### src/rtl/power_mode_pkg.sv
package power_mode_pkg;
	// opcode that the decoder takes as the halt instruction
	localparam logic [7:0]  HALT_OPCODE    = 8'h8e;
	// clock divide factors, counted in oscillator cycles
	localparam int          RUN_DIV        = 2;
	localparam int          SLOW_DIV       = 32;
	localparam int          DIV_W          = 5;
	localparam logic [4:0]  RUN_DIV_LAST   = 5'(RUN_DIV - 1);
	localparam logic [4:0]  SLOW_DIV_LAST  = 5'(SLOW_DIV - 1);
	// oscillator stabilisation delays in oscillator cycles
	localparam int          SHORT_STARTUP  = 256;
	localparam int          LONG_STARTUP   = 4096;
	localparam int          STARTUP_W      = 12;
	localparam logic [11:0] SHORT_LOAD     = 12'(SHORT_STARTUP - 1);
	localparam logic [11:0] LONG_LOAD      = 12'(LONG_STARTUP - 1);
	// interrupt sources, index 0 has the highest priority
	localparam int          IRQ_COUNT      = 14;
	localparam int          IRQ_W          = 4;
	// reset values
	localparam logic        MASK_RESET     = 1'b1;

	typedef enum logic [5:0] {
		MODE_RUN         = 6'h01,
		MODE_WAIT        = 6'h02,
		MODE_HALT        = 6'h04,
		MODE_ACTIVE_HALT = 6'h08,
		MODE_AWU_HALT    = 6'h10,
		MODE_STARTUP     = 6'h20
	} power_mode_t;
endpackage : power_mode_pkg

### src/rtl/startup_delay_counter.sv
`timescale 1ns/1ps
`default_nettype none
module startup_delay_counter (
	input  wire logic clk,
	input  wire logic reset,
	input  wire logic start,
	input  wire logic longDelay,
	output var  logic busy,
	output var  logic done
);
	logic [power_mode_pkg::STARTUP_W-1:0] count;

	// loads on start, counts down, one-cycle done after the last count
	always_ff @(posedge clk) begin
		if (reset) begin
			busy  <= 1'b0;
			count <= '0;
			done  <= 1'b0;
		end else begin
			done <= 1'b0;
			if (start) begin
				busy  <= 1'b1;
				count <= longDelay ? power_mode_pkg::LONG_LOAD : power_mode_pkg::SHORT_LOAD;
			end else if (busy) begin
				if (count == '0) begin
					busy <= 1'b0;
					done <= 1'b1;
				end else begin
					count <= count - 1'b1;
				end
			end
		end
	end
endmodule : startup_delay_counter
`default_nettype wire

### src/rtl/power_mode_controller.sv
//Function
// RULE1: slow select divides all clocks by 32
// RULE2: wait during slow gives slow-wait
// RULE3: wait stops cpu, peripherals keep clocking
// RULE4: wait entry clears interrupt mask only
// RULE5: wait ends on interrupt or reset vector
// RULE6: service pushes mask, sets, pop restores
// RULE7: plain halt needs no active-halt, no auto-wake
// RULE8: halt exit restarts oscillator, 256/4096 delay
// RULE9: halt entry forces interrupt mask zero
// RULE10: plain halt stops oscillator and all clocks
// RULE11: watchdog option makes halt a reset
// RULE12: opcode 8e decodes as halt
// RULE13: timer enables select active-halt
// RULE14: active-halt reset exit waits startup delay
// RULE15: active-halt interrupt exit resumes at once
// RULE16: active-halt entry clears interrupt mask
// RULE17: active-halt keeps oscillator and wake timer
// RULE18: active-halt never gives watchdog reset
// RULE19: only chosen interrupts leave active-halt
// RULE20: run mode clocks at oscillator over two
// RULE21: auto-wake enable selects auto-wake halt
// RULE22: per-source halt exit capability decides wake
`timescale 1ns/1ps
`default_nettype none
module power_mode_controller (
	input  wire logic                                clk,
	input  wire logic                                reset,
	input  wire logic                                slowSelectBit,
	input  wire logic                                waitForInterruptInstr,
	input  wire logic                                opcodeValid,
	input  wire logic [7:0]                          opcode,
	input  wire logic                                timebaseOneIrqEnable,
	input  wire logic                                overflowIrqEnable,
	input  wire logic                                counterClockSelectLow,
	input  wire logic                                autoWakeEnable,
	input  wire logic                                watchdogHaltOption,
	input  wire logic                                watchdogEnabled,
	input  wire logic                                longStartup,
	input  wire logic                                resetWakeEvent,
	input  wire logic [power_mode_pkg::IRQ_COUNT-1:0] irqPending,
	input  wire logic [power_mode_pkg::IRQ_COUNT-1:0] irqHaltExit,
	input  wire logic [power_mode_pkg::IRQ_COUNT-1:0] irqActiveHaltExit,
	input  wire logic                                maskWrite,
	input  wire logic                                maskWriteValue,
	input  wire logic                                ccPop,
	output var  logic [5:0]                          powerMode,
	output var  logic                                slowActive,
	output var  logic                                cpuClkEnable,
	output var  logic                                periphClkEnable,
	output var  logic                                wakeTimerClkEnable,
	output var  logic                                oscEnable,
	output var  logic                                interruptMask,
	output var  logic                                ccPush,
	output var  logic [power_mode_pkg::IRQ_W-1:0]     vectorIndex,
	output var  logic                                resetVectorFetch,
	output var  logic                                watchdogReset
);
	power_mode_pkg::power_mode_t                state;
	logic [power_mode_pkg::DIV_W-1:0]           divCount;
	logic                                       divTick;
	logic [power_mode_pkg::IRQ_COUNT-1:0]       runReq;
	logic [power_mode_pkg::IRQ_COUNT-1:0]       haltReq;
	logic [power_mode_pkg::IRQ_COUNT-1:0]       activeReq;
	logic                                       haltInstr;
	logic                                       activeHaltSel;
	logic                                       wakeByReset;
	logic [power_mode_pkg::IRQ_W-1:0]           wakeIndex;
	logic                                       savedMask;
	logic                                       startDelay;
	logic                                       delayBusy;
	logic                                       delayDone;
	logic                                       serviceNow;
	logic                                       enterLowPower;
	logic [5:0]                                 slowAge;

	// lowest index among the requesting sources wins
	function automatic logic [power_mode_pkg::IRQ_W-1:0] firstSource(
		input logic [power_mode_pkg::IRQ_COUNT-1:0] req
	);
		logic [power_mode_pkg::IRQ_W-1:0] idx;
		idx = '0;
		for (int i = power_mode_pkg::IRQ_COUNT - 1; i >= 0; i--) begin
			if (req[i]) begin
				idx = power_mode_pkg::IRQ_W'(i);
			end
		end
		return idx;
	endfunction : firstSource

	// per-source request qualification for run, halt and active-halt
	generate
		for (genvar g = 0; g < power_mode_pkg::IRQ_COUNT; g++) begin : g_req
			assign runReq[g]    = irqPending[g] & ~interruptMask;
			assign haltReq[g]   = irqPending[g] & irqHaltExit[g];        // RULE22
			assign activeReq[g] = irqPending[g] & irqActiveHaltExit[g];  // RULE19
		end
	endgenerate

	// instruction decode and halt flavour selection
	assign haltInstr     = opcodeValid && (opcode == power_mode_pkg::HALT_OPCODE);          // RULE12
	assign activeHaltSel = timebaseOneIrqEnable | (overflowIrqEnable & counterClockSelectLow); // RULE13

	// free-running divider; the tick period follows the slow select bit
	always_ff @(posedge clk) begin
		if (reset) begin
			divCount <= '0;
		end else if (divTick) begin
			divCount <= '0;
		end else begin
			divCount <= divCount + 1'b1;
		end
	end
	assign divTick = slowSelectBit ? (divCount >= power_mode_pkg::SLOW_DIV_LAST)  // RULE1
	                               : (divCount >= power_mode_pkg::RUN_DIV_LAST);  // RULE20

	// cycles that slow mode has been held, saturating; lets the divider check ignore a mode change
	always_ff @(posedge clk) begin
		if (reset || !slowSelectBit) begin
			slowAge <= '0;
		end else if (slowAge != 6'h3f) begin
			slowAge <= slowAge + 1'b1;
		end
	end

	// oscillator stabilisation timer, shared by every halt exit that needs it
	startup_delay_counter u_startup (
		.clk       (clk),
		.reset     (reset),
		.start     (startDelay),
		.longDelay (longStartup),
		.busy      (delayBusy),
		.done      (delayDone)
	);

	// mode sequencer; service of an interrupt always returns to run
	always_ff @(posedge clk) begin
		if (reset) begin
			state            <= power_mode_pkg::MODE_RUN;   // RULE20
			wakeByReset      <= 1'b0;
			wakeIndex        <= '0;
			startDelay       <= 1'b0;
			ccPush           <= 1'b0;
			vectorIndex      <= '0;
			resetVectorFetch <= 1'b0;
			watchdogReset    <= 1'b0;
		end else begin
			startDelay       <= 1'b0;
			ccPush           <= 1'b0;
			resetVectorFetch <= 1'b0;
			watchdogReset    <= 1'b0;
			case (state)
				power_mode_pkg::MODE_RUN: begin
					if (haltInstr) begin
						if (activeHaltSel) begin
							state <= power_mode_pkg::MODE_ACTIVE_HALT; // RULE18
						end else if (watchdogEnabled && watchdogHaltOption) begin
							watchdogReset <= 1'b1;                     // RULE11
						end else if (autoWakeEnable) begin
							state <= power_mode_pkg::MODE_AWU_HALT;    // RULE21
						end else begin
							state <= power_mode_pkg::MODE_HALT;        // RULE7
						end
					end else if (waitForInterruptInstr) begin
						state <= power_mode_pkg::MODE_WAIT;            // RULE3
					end else if (|runReq) begin
						ccPush      <= 1'b1;
						vectorIndex <= firstSource(runReq);
					end
				end
				power_mode_pkg::MODE_WAIT: begin
					if (resetWakeEvent) begin
						state            <= power_mode_pkg::MODE_RUN;
						resetVectorFetch <= 1'b1;                      // RULE5
					end else if (|irqPending) begin
						state       <= power_mode_pkg::MODE_RUN;
						ccPush      <= 1'b1;                           // RULE5
						vectorIndex <= firstSource(irqPending);
					end
				end
				power_mode_pkg::MODE_HALT,
				power_mode_pkg::MODE_AWU_HALT: begin
					if (resetWakeEvent || (|haltReq)) begin
						state       <= power_mode_pkg::MODE_STARTUP;   // RULE8
						startDelay  <= 1'b1;
						wakeByReset <= resetWakeEvent;
						wakeIndex   <= firstSource(haltReq);
					end
				end
				power_mode_pkg::MODE_ACTIVE_HALT: begin
					if (resetWakeEvent) begin
						state       <= power_mode_pkg::MODE_STARTUP;   // RULE14
						startDelay  <= 1'b1;
						wakeByReset <= 1'b1;
					end else if (|activeReq) begin
						state       <= power_mode_pkg::MODE_RUN;       // RULE15
						ccPush      <= 1'b1;
						vectorIndex <= firstSource(activeReq);
					end
				end
				power_mode_pkg::MODE_STARTUP: begin
					if (delayDone) begin
						state <= power_mode_pkg::MODE_RUN;
						if (wakeByReset) begin
							resetVectorFetch <= 1'b1;                  // RULE8
						end else begin
							ccPush      <= 1'b1;                       // RULE8
							vectorIndex <= wakeIndex;
						end
					end
				end
				default: begin
					state <= power_mode_pkg::MODE_RUN;
				end
			endcase
		end
	end

	// the mask service event is the pushed service pulse itself, in the same cycle
	assign serviceNow    = ccPush;
	assign enterLowPower = (state == power_mode_pkg::MODE_RUN) &&
	                       ((haltInstr && !(watchdogEnabled && watchdogHaltOption && !activeHaltSel)) ||
	                        (!haltInstr && waitForInterruptInstr));

	// interrupt mask: service entry sets and wins, low-power entry clears
	always_ff @(posedge clk) begin
		if (reset) begin
			interruptMask <= power_mode_pkg::MASK_RESET;
			savedMask     <= power_mode_pkg::MASK_RESET;
		end else begin
			if (serviceNow) begin
				savedMask     <= interruptMask;                       // RULE6
				interruptMask <= 1'b1;                                // RULE6
			end else if (enterLowPower) begin
				interruptMask <= 1'b0;                                // RULE4 RULE9 RULE16
			end else if (ccPop) begin
				interruptMask <= savedMask;                           // RULE6
			end else if (maskWrite) begin
				interruptMask <= maskWriteValue;
			end
		end
	end

	// clock gating: only run clocks the cpu; wait keeps peripherals going;
	// active-halt keeps just the oscillator and the selected wake timer
	always_ff @(posedge clk) begin
		if (reset) begin
			cpuClkEnable       <= 1'b0;
			periphClkEnable    <= 1'b0;
			wakeTimerClkEnable <= 1'b0;
			oscEnable          <= 1'b1;
			slowActive         <= 1'b0;
			powerMode          <= power_mode_pkg::MODE_RUN;
		end else begin
			cpuClkEnable       <= divTick && (state == power_mode_pkg::MODE_RUN);              // RULE3
			periphClkEnable    <= divTick && ((state == power_mode_pkg::MODE_RUN) ||
			                                  (state == power_mode_pkg::MODE_WAIT));         // RULE2
			wakeTimerClkEnable <= divTick && ((state == power_mode_pkg::MODE_RUN) ||
			                                  (state == power_mode_pkg::MODE_WAIT) ||
			                                  (state == power_mode_pkg::MODE_ACTIVE_HALT));  // RULE17
			oscEnable          <= (state != power_mode_pkg::MODE_HALT) &&
			                      (state != power_mode_pkg::MODE_AWU_HALT);                  // RULE10
			slowActive         <= slowSelectBit;
			powerMode          <= state;
		end
	end

	// checks

	a_halt_opcode_entry: assert property (@(posedge clk) disable iff (reset) // RULE7 RULE12
		(state == power_mode_pkg::MODE_RUN) && opcodeValid && (opcode == power_mode_pkg::HALT_OPCODE) &&
		!activeHaltSel && !autoWakeEnable && !(watchdogEnabled && watchdogHaltOption)
		|=> state == power_mode_pkg::MODE_HALT) else $error("halt opcode did not enter halt");

	a_active_halt_select: assert property (@(posedge clk) disable iff (reset) // RULE13 RULE18
		(state == power_mode_pkg::MODE_RUN) && haltInstr && activeHaltSel
		|=> (state == power_mode_pkg::MODE_ACTIVE_HALT) && !watchdogReset)
		else $error("active-halt not selected or watchdog fired");

	a_watchdog_halt_reset: assert property (@(posedge clk) disable iff (reset) // RULE11
		(state == power_mode_pkg::MODE_RUN) && haltInstr && !activeHaltSel && watchdogEnabled && watchdogHaltOption
		|=> watchdogReset && (state == power_mode_pkg::MODE_RUN)) else $error("watchdog halt reset missing");

	// a service pulse in the entry cycle legitimately wins over the clear
	a_mask_cleared_entry: assert property (@(posedge clk) disable iff (reset) // RULE4 RULE9 RULE16
		($past(state) == power_mode_pkg::MODE_RUN) && (state != power_mode_pkg::MODE_RUN) && !$past(ccPush)
		|-> !interruptMask) else $error("mask not cleared on low-power entry");

	a_halt_osc_off: assert property (@(posedge clk) disable iff (reset) // RULE10
		(state == power_mode_pkg::MODE_HALT) ##1 (state == power_mode_pkg::MODE_HALT)
		|-> !oscEnable && !cpuClkEnable && !periphClkEnable) else $error("clocks running in halt");

	a_wait_cpu_stopped: assert property (@(posedge clk) disable iff (reset) // RULE3
		(state == power_mode_pkg::MODE_WAIT) |=> !cpuClkEnable) else $error("cpu clocked in wait");

	// load cycle plus 256 counts plus the done cycle, then the service or fetch pulse
	a_startup_short_delay: assert property (@(posedge clk) disable iff (reset) // RULE8 RULE14
		startDelay && !longStartup |-> ##257 (state == power_mode_pkg::MODE_STARTUP) ##1
		((state == power_mode_pkg::MODE_RUN) && (resetVectorFetch || ccPush)))
		else $error("short startup delay wrong");

	a_startup_busy: assert property (@(posedge clk) disable iff (reset) // RULE8 RULE14
		(state == power_mode_pkg::MODE_STARTUP) && !startDelay |-> delayBusy || delayDone)
		else $error("startup timer idle during startup");

	a_active_irq_immediate: assert property (@(posedge clk) disable iff (reset) // RULE15 RULE19
		(state == power_mode_pkg::MODE_ACTIVE_HALT) && !resetWakeEvent && (|activeReq)
		|=> ccPush && (vectorIndex == firstSource($past(activeReq))) && (state == power_mode_pkg::MODE_RUN))
		else $error("active-halt interrupt exit not immediate");

	a_service_sets_mask: assert property (@(posedge clk) disable iff (reset) // RULE6
		ccPush |=> interruptMask && (savedMask == $past(interruptMask)))
		else $error("service entry did not set mask");

	// a tick in slow mode is followed by the next one 32 cycles on, unless slow was dropped meanwhile
	a_slow_divider: assert property (@(posedge clk) disable iff (reset) // RULE1
		slowSelectBit && divTick |-> ##32 (divTick || (slowAge < 6'h20)))
		else $error("slow divider period wrong");
endmodule : power_mode_controller
`default_nettype wire

### config.mk
export PLATFORM = sky130hd
export DESIGN_NAME = power_mode_controller
export DESIGN_NICKNAME = d
export VERILOG_FILES = /design/src/rtl/power_mode_pkg.sv /design/src/rtl/startup_delay_counter.sv /design/src/rtl/power_mode_controller.sv
export SDC_FILE = /design/constraint.sdc
export NUM_CORES = 1
export LEC_CHECK = 0
export ABC_AREA = 1
export BUFFER_PORTS_ARGS = -buffer_cell sky130_fd_sc_hd__clkbuf_2
export CORE_AREA = 2 2 101 103
export DETAILED_ROUTE_END_ITERATION = 7
export DIE_AREA = 0 0 103 105
export GPL_ROUTABILITY_DRIVEN = 0
export GPL_TIMING_DRIVEN = 0
export PLACE_DENSITY = 0.54
export SETUP_SLACK_MARGIN = 0.1
export SLEW_MARGIN = 15
export SYNTH_ARGS = -nofsm -noshare
export SYNTH_HDL_FRONTEND = slang
export SYNTH_SLANG_ARGS = --single-unit
export TNS_END_PERCENT = 100
### constraint.sdc
create_clock -name clk -period 3.8 [get_ports clk]
set_clock_uncertainty 0.2 [all_clocks]
set_input_delay 0.19 -clock clk [delete_from_list [all_inputs] [get_ports clk]]
set_output_delay 0.19 -clock clk [all_outputs]
set_load 0.03 [all_outputs]
Word-level counts from Yosys, hierarchy flattened
Cells that the tools add are included.
- logic and storage cells: 243
- flip-flop bits (word level): 51
- bits of input ports: 66
- equality and inequality tests: 25
- order comparisons: 2
- $add $sub $neg: 2
- bitwise gates (word level): 48
- reductions and logical operators: 36
- mux-type cells: 110
- operators by type and width (operator ; number):
    $mux W4 ; 65
    $mux W6 ; 10
    $reduce_or A14 Y1 ; 4
    $mux W12 ; 4
    $and A1 B1 Y1 ; 43
    $pmux W6 S5 ; 1
    $mux W1 ; 24
    $ne A2 B2 Y1 const B ; 11
    $pmux W4 S4 ; 1
    $logic_not A12 Y1 ; 1
    $sub A12 B1 Y12 const B ; 1
    $logic_and A1 B1 Y1 ; 10
    $reduce_and A10 Y1 ; 1
    $ne A3 B3 Y1 const B ; 3
    $eq A8 B8 Y1 const B ; 1
    $eq A6 B1 Y1 const B ; 1
    $eq A6 B2 Y1 const B ; 1
    $eq A6 B3 Y1 const B ; 1
    $eq A6 B4 Y1 const B ; 1
    $eq A6 B5 Y1 const B ; 1
    $eq A6 B6 Y1 const B ; 1
    $ne A6 B3 Y1 const B ; 1
    $ne A6 B5 Y1 const B ; 1
    $pmux W1 S2 ; 3
    other kinds (20) ; 32

Longest topological paths before layout
- depth in word-level cells: 20
- depth in mapped cells: 15
- gate-level depth less buffers: 15

By module
From an unflattened synthesis, not the netlist that was laid out.
- cells, all modules: 485
- area, all modules: 3049.2 um^2
- by module, submodules not included (module ; cells each ; seq. area each (um^2) ; instances ; area each (um^2)):
    power_mode_controller ; 351 ; 740.7 ; 1 ; 2178.3
    startup_delay_counter ; 134 ; 280.3 ; 1 ; 870.8

Worst setup path before layout
Ideal clock, no wire load.
- path type: register -> register
- start: reg divCount[0] (netlist bit)
- end: reg divCount[2] (netlist bit)
- path slack: 1.952 ns
- setup time: 0.080 ns
- data arrival time: 1.568 ns
- path buffers: 0
- cell stages (with the launch flop): 8
- path through: dfxtp_1 -> ha_1 -> nand2_1 -> nor2_1 -> ha_1 -> o32ai_1 -> nand2_1 -> nor3b_1
- longest elaborated chain between the ends: 3
- ends and longest elaborated chain (what ; line ; text):
    start: declaration ; power_mode_controller.sv:60 ; logic [power_mode_pkg::DIV_W-1:0] divCount;
    start signal: assignment ; power_mode_controller.sv:111 ; divCount <= divCount + 1'b1;
    $ge A5 B1 Y1 or $ge A5 B5 Y1 (tied branches) ; power_mode_controller.sv:115, power_mode_controller.sv:114 ;
    $mux W1 ; power_mode_controller.sv:114 ; assign divTick = slowSelectBit ? (divCount >= power_mode_pkg::SLOW_DIV_LAST)
    $reduce_or A2 Y1 (no source line) ; -- ;
Several ways; a longest one is shown, not always the timed one.
A chain may end at the register's enable or synchronous reset.

Worst setup path in the final report
Same ends and word-level chain as after synthesis.

==> results.sh <==
export IMPL_drc=0
export IMPL_critPathKind="reg2reg"
export IMPL_synth_xor_area_share_pct=1.23
export IMPL_fin_crit_sh_pct=55.3
export IMPL_synth_flop_cell="dfxtp_1"
export IMPL_antenna_found_initial=0
export IMPL_hold_viol=0
export IMPL_synth_top_family_by_area="simple AND/OR/NAND/NOR gates"
export IMPL_routedWlPerCell_um=11.3
export IMPL_num_rows=36
export IMPL_cts_tree="yes"
export IMPL_core_area_sq_um=9640
export IMPL_synthesis_area_sq_um=2860
export IMPL_yosysTopAreaCell="dfxtp_1"
export IMPL_muxShareOfSynthArea_pct=0.351
export IMPL_synth_area_leaders="dfxtp_1, nand2_1, nor2_1, inv_1, a21oi_1"
export IMPL_post_cts_repair_setup_buffers=0
export IMPL_startpoint_type="register"
export IMPL_wl_um=7550
export IMPL_outcome="completed"
export IMPL_path_clk_slew_ns=0.09
export IMPL_path_max_fanout=5
export IMPL_rsz0062_at_grt="no"
export IMPL_io_buffers=83
export IMPL_synth_avg_cell_area_sq_um=6.49
export IMPL_max_cap_violations=0
export IMPL_critical_path_startpoint="divCount[0]"
export IMPL_fmax_mhz=476
export IMPL_worstPathRequired_ns=3.83
export IMPL_design_area_sq_um=3560
export IMPL_initial_core_util_pct=29.6
export IMPL_numCtsBuffers=5
export IMPL_syn_num_nets=510
export IMPL_hp_start="waitForInterruptInstr"
export IMPL_firstDrtPassIters=4
export IMPL_power_mw=1.48
export IMPL_ant_nets=0
export IMPL_yosys_warnings=0
export IMPL_clk_latency_ns=0.30
export IMPL_cts_buffer_depth=2
export IMPL_synth_top_area_share_pct=35.8
export IMPL_tightest_slew_ns=0.569
export IMPL_dieWidth_um=103
export IMPL_post_dp_cell_area_sq_um=3440
export IMPL_synth_distinct_cells=44
export IMPL_synth_compound_area_share_pct=13.8
export IMPL_synth_edf_count=0
export IMPL_ys_seq_area_share_pct=35.8
export IMPL_nets=604
export IMPL_drtIter0Drc=124
export IMPL_synthSimpleGateAreaFrac_pct=38.2
export IMPL_final_common_cell="nand2_1"
export IMPL_hold_path_class="in2reg"
export IMPL_num_io_pins=85
export IMPL_hpwl_um=6130
export IMPL_grt_pass1_vias=2888
export IMPL_vias_per_cell=4.55
export IMPL_die_area_sq_um=10800
export IMPL_holdBufCountCts=4
export IMPL_synth_seq_cells=51
export IMPL_clockRootBuffer="clkbuf_8"
export IMPL_die_y_um=105
export IMPL_power_density_nw_per_um2=416
export IMPL_slew_violations=0
export IMPL_r2r_start="divCount[0]"
export IMPL_vias=3036
export IMPL_grt_max_degree=15
export IMPL_synthAdderAreaFrac_pct=1.75
export IMPL_syn_to_final_growth_pct=24.8
export IMPL_async_flop_share_pct=0
export IMPL_worstSetupEndpointType="register"
export IMPL_h_tree_depth=2
export IMPL_slew_headroom_pct=62.1
export IMPL_post_cts_resize_count=0
export IMPL_final_layout_size_suffix_gt1_share_pct=20.8
export IMPL_finalSetupViolCount=0
export IMPL_hold_slack_ns=0.0165
export IMPL_grt_first_pass_wirelength_um=12700
export IMPL_most_common_layout_cells="nand2_1, clkbuf_2, nor2_1"
export IMPL_fin_tns_setup_ns=0
export IMPL_ir_drop_mv=0.181
export IMPL_arrival_ns=2.13
export IMPL_grt_usage_pct=14.4
export IMPL_gr_total_overflow=0
export IMPL_synthCells=440
export IMPL_clock_sinks=51
export IMPL_num_antenna_cells=0
export IMPL_power_leakage_nw=1.79
export IMPL_period_minus_slack_ns=2.10
==> registers in the layout (all words and copies together) (netlist names), 4 cells and up <==
name and cells:
u_startup.count 12, vectorIndex 4, state 6, powerMode 6, wakeIndex 4, divCount 5
==> metal layers <==
layer	GRT usage [%]	vias up	share of wire (%)
met5	0	-	0
met3	2.41	8	4.5
met4	4.14	0	1.3
li1	-	1611	-
met1	19.5	1348	50
met2	23.4	69	44
==> cell usage after synthesis (2+ instances only) <==
master	count
a211oi_1	2
a21oi_1	23
a31oi_1	7
clkbuf_1	4
dfxtp_1	51
ha_1	4
inv_1	54
inv_2	3
nand2_1	132
nand3_1	23
nand3b_1	2
nand4_1	8
nand4_2	2
nor2_1	59
nor2_2	5
nor3_1	5
nor3_2	2
nor3b_1	3
o211ai_1	2
o21ai_0	19
o21ai_1	5
xnor2_1	2
xor2_1	2
==> final cells by class <==
class,count,area [sq um]
fillers,1062,6070
well taps,133,166
flip-flops and latches,51,1020
multi-input cells,324,1580
repair buffers,87,455
clock inverters,1,5.00
plain buffers,6,31.3
inverters,59,224
clock buffers,6,82.6
==> metrics by stage <==
step | std cells | setup WS [ns] | utilization, %
final | 667 | 1.70 | 37.0
after global routing | 667 | 1.45 | 37.0
after detailed placement | 656 | 1.69 | 35.7
after floorplan | 440 | 1.95 | -
after global placement | 656 | 1.75 | 35.7
after CTS | 667 | 1.66 | 37.0
==> where the power goes <==
group	leakage [nW]	internal, mW	switching, mW	total, mW
clock network	0.0470	0.143	0.172	0.315
registers	0.414	0.597	0.0423	0.639
logic	1.33	0.178	0.352	0.530
total	1.79	0.919	0.566	1.48
==> kinds of logic (layout without fill, tap and decap cells) <==
logic type | after synthesis | after routing
multiplexers | 1 | 1
adder cells (fa/ha/maj) | 4 | 4
buffers and inverters | 65 | 159
AO/OA/AOI/OAI | 67 | 67
flip-flops | 51 | 51
XOR/XNOR | 4 | 4
AND/OR/NAND/NOR | 248 | 248
==> path summary, 6_finish.rpt <==
path	endpoint	slack (ns)	cells past startpoint
hold reg to reg	u_startup.count[11]	0.27	2
setup / recovery	divCount[2]	1.70	7
hold / removal	state[1]	0.02	3
setup reg to reg	divCount[2]	1.70	7
==> worst max-delay path: stages, from the launching register on <==
cell and delay [ns]:
dfxtp_1 0.36, ha_1 0.22, nand2_1 0.09, nor2_1 0.05, ha_1 0.17, o32ai_1 0.50
nand2_1 0.24, nor3b_1 0.22
No activity file was read; power rests on OpenSTA's default activity.
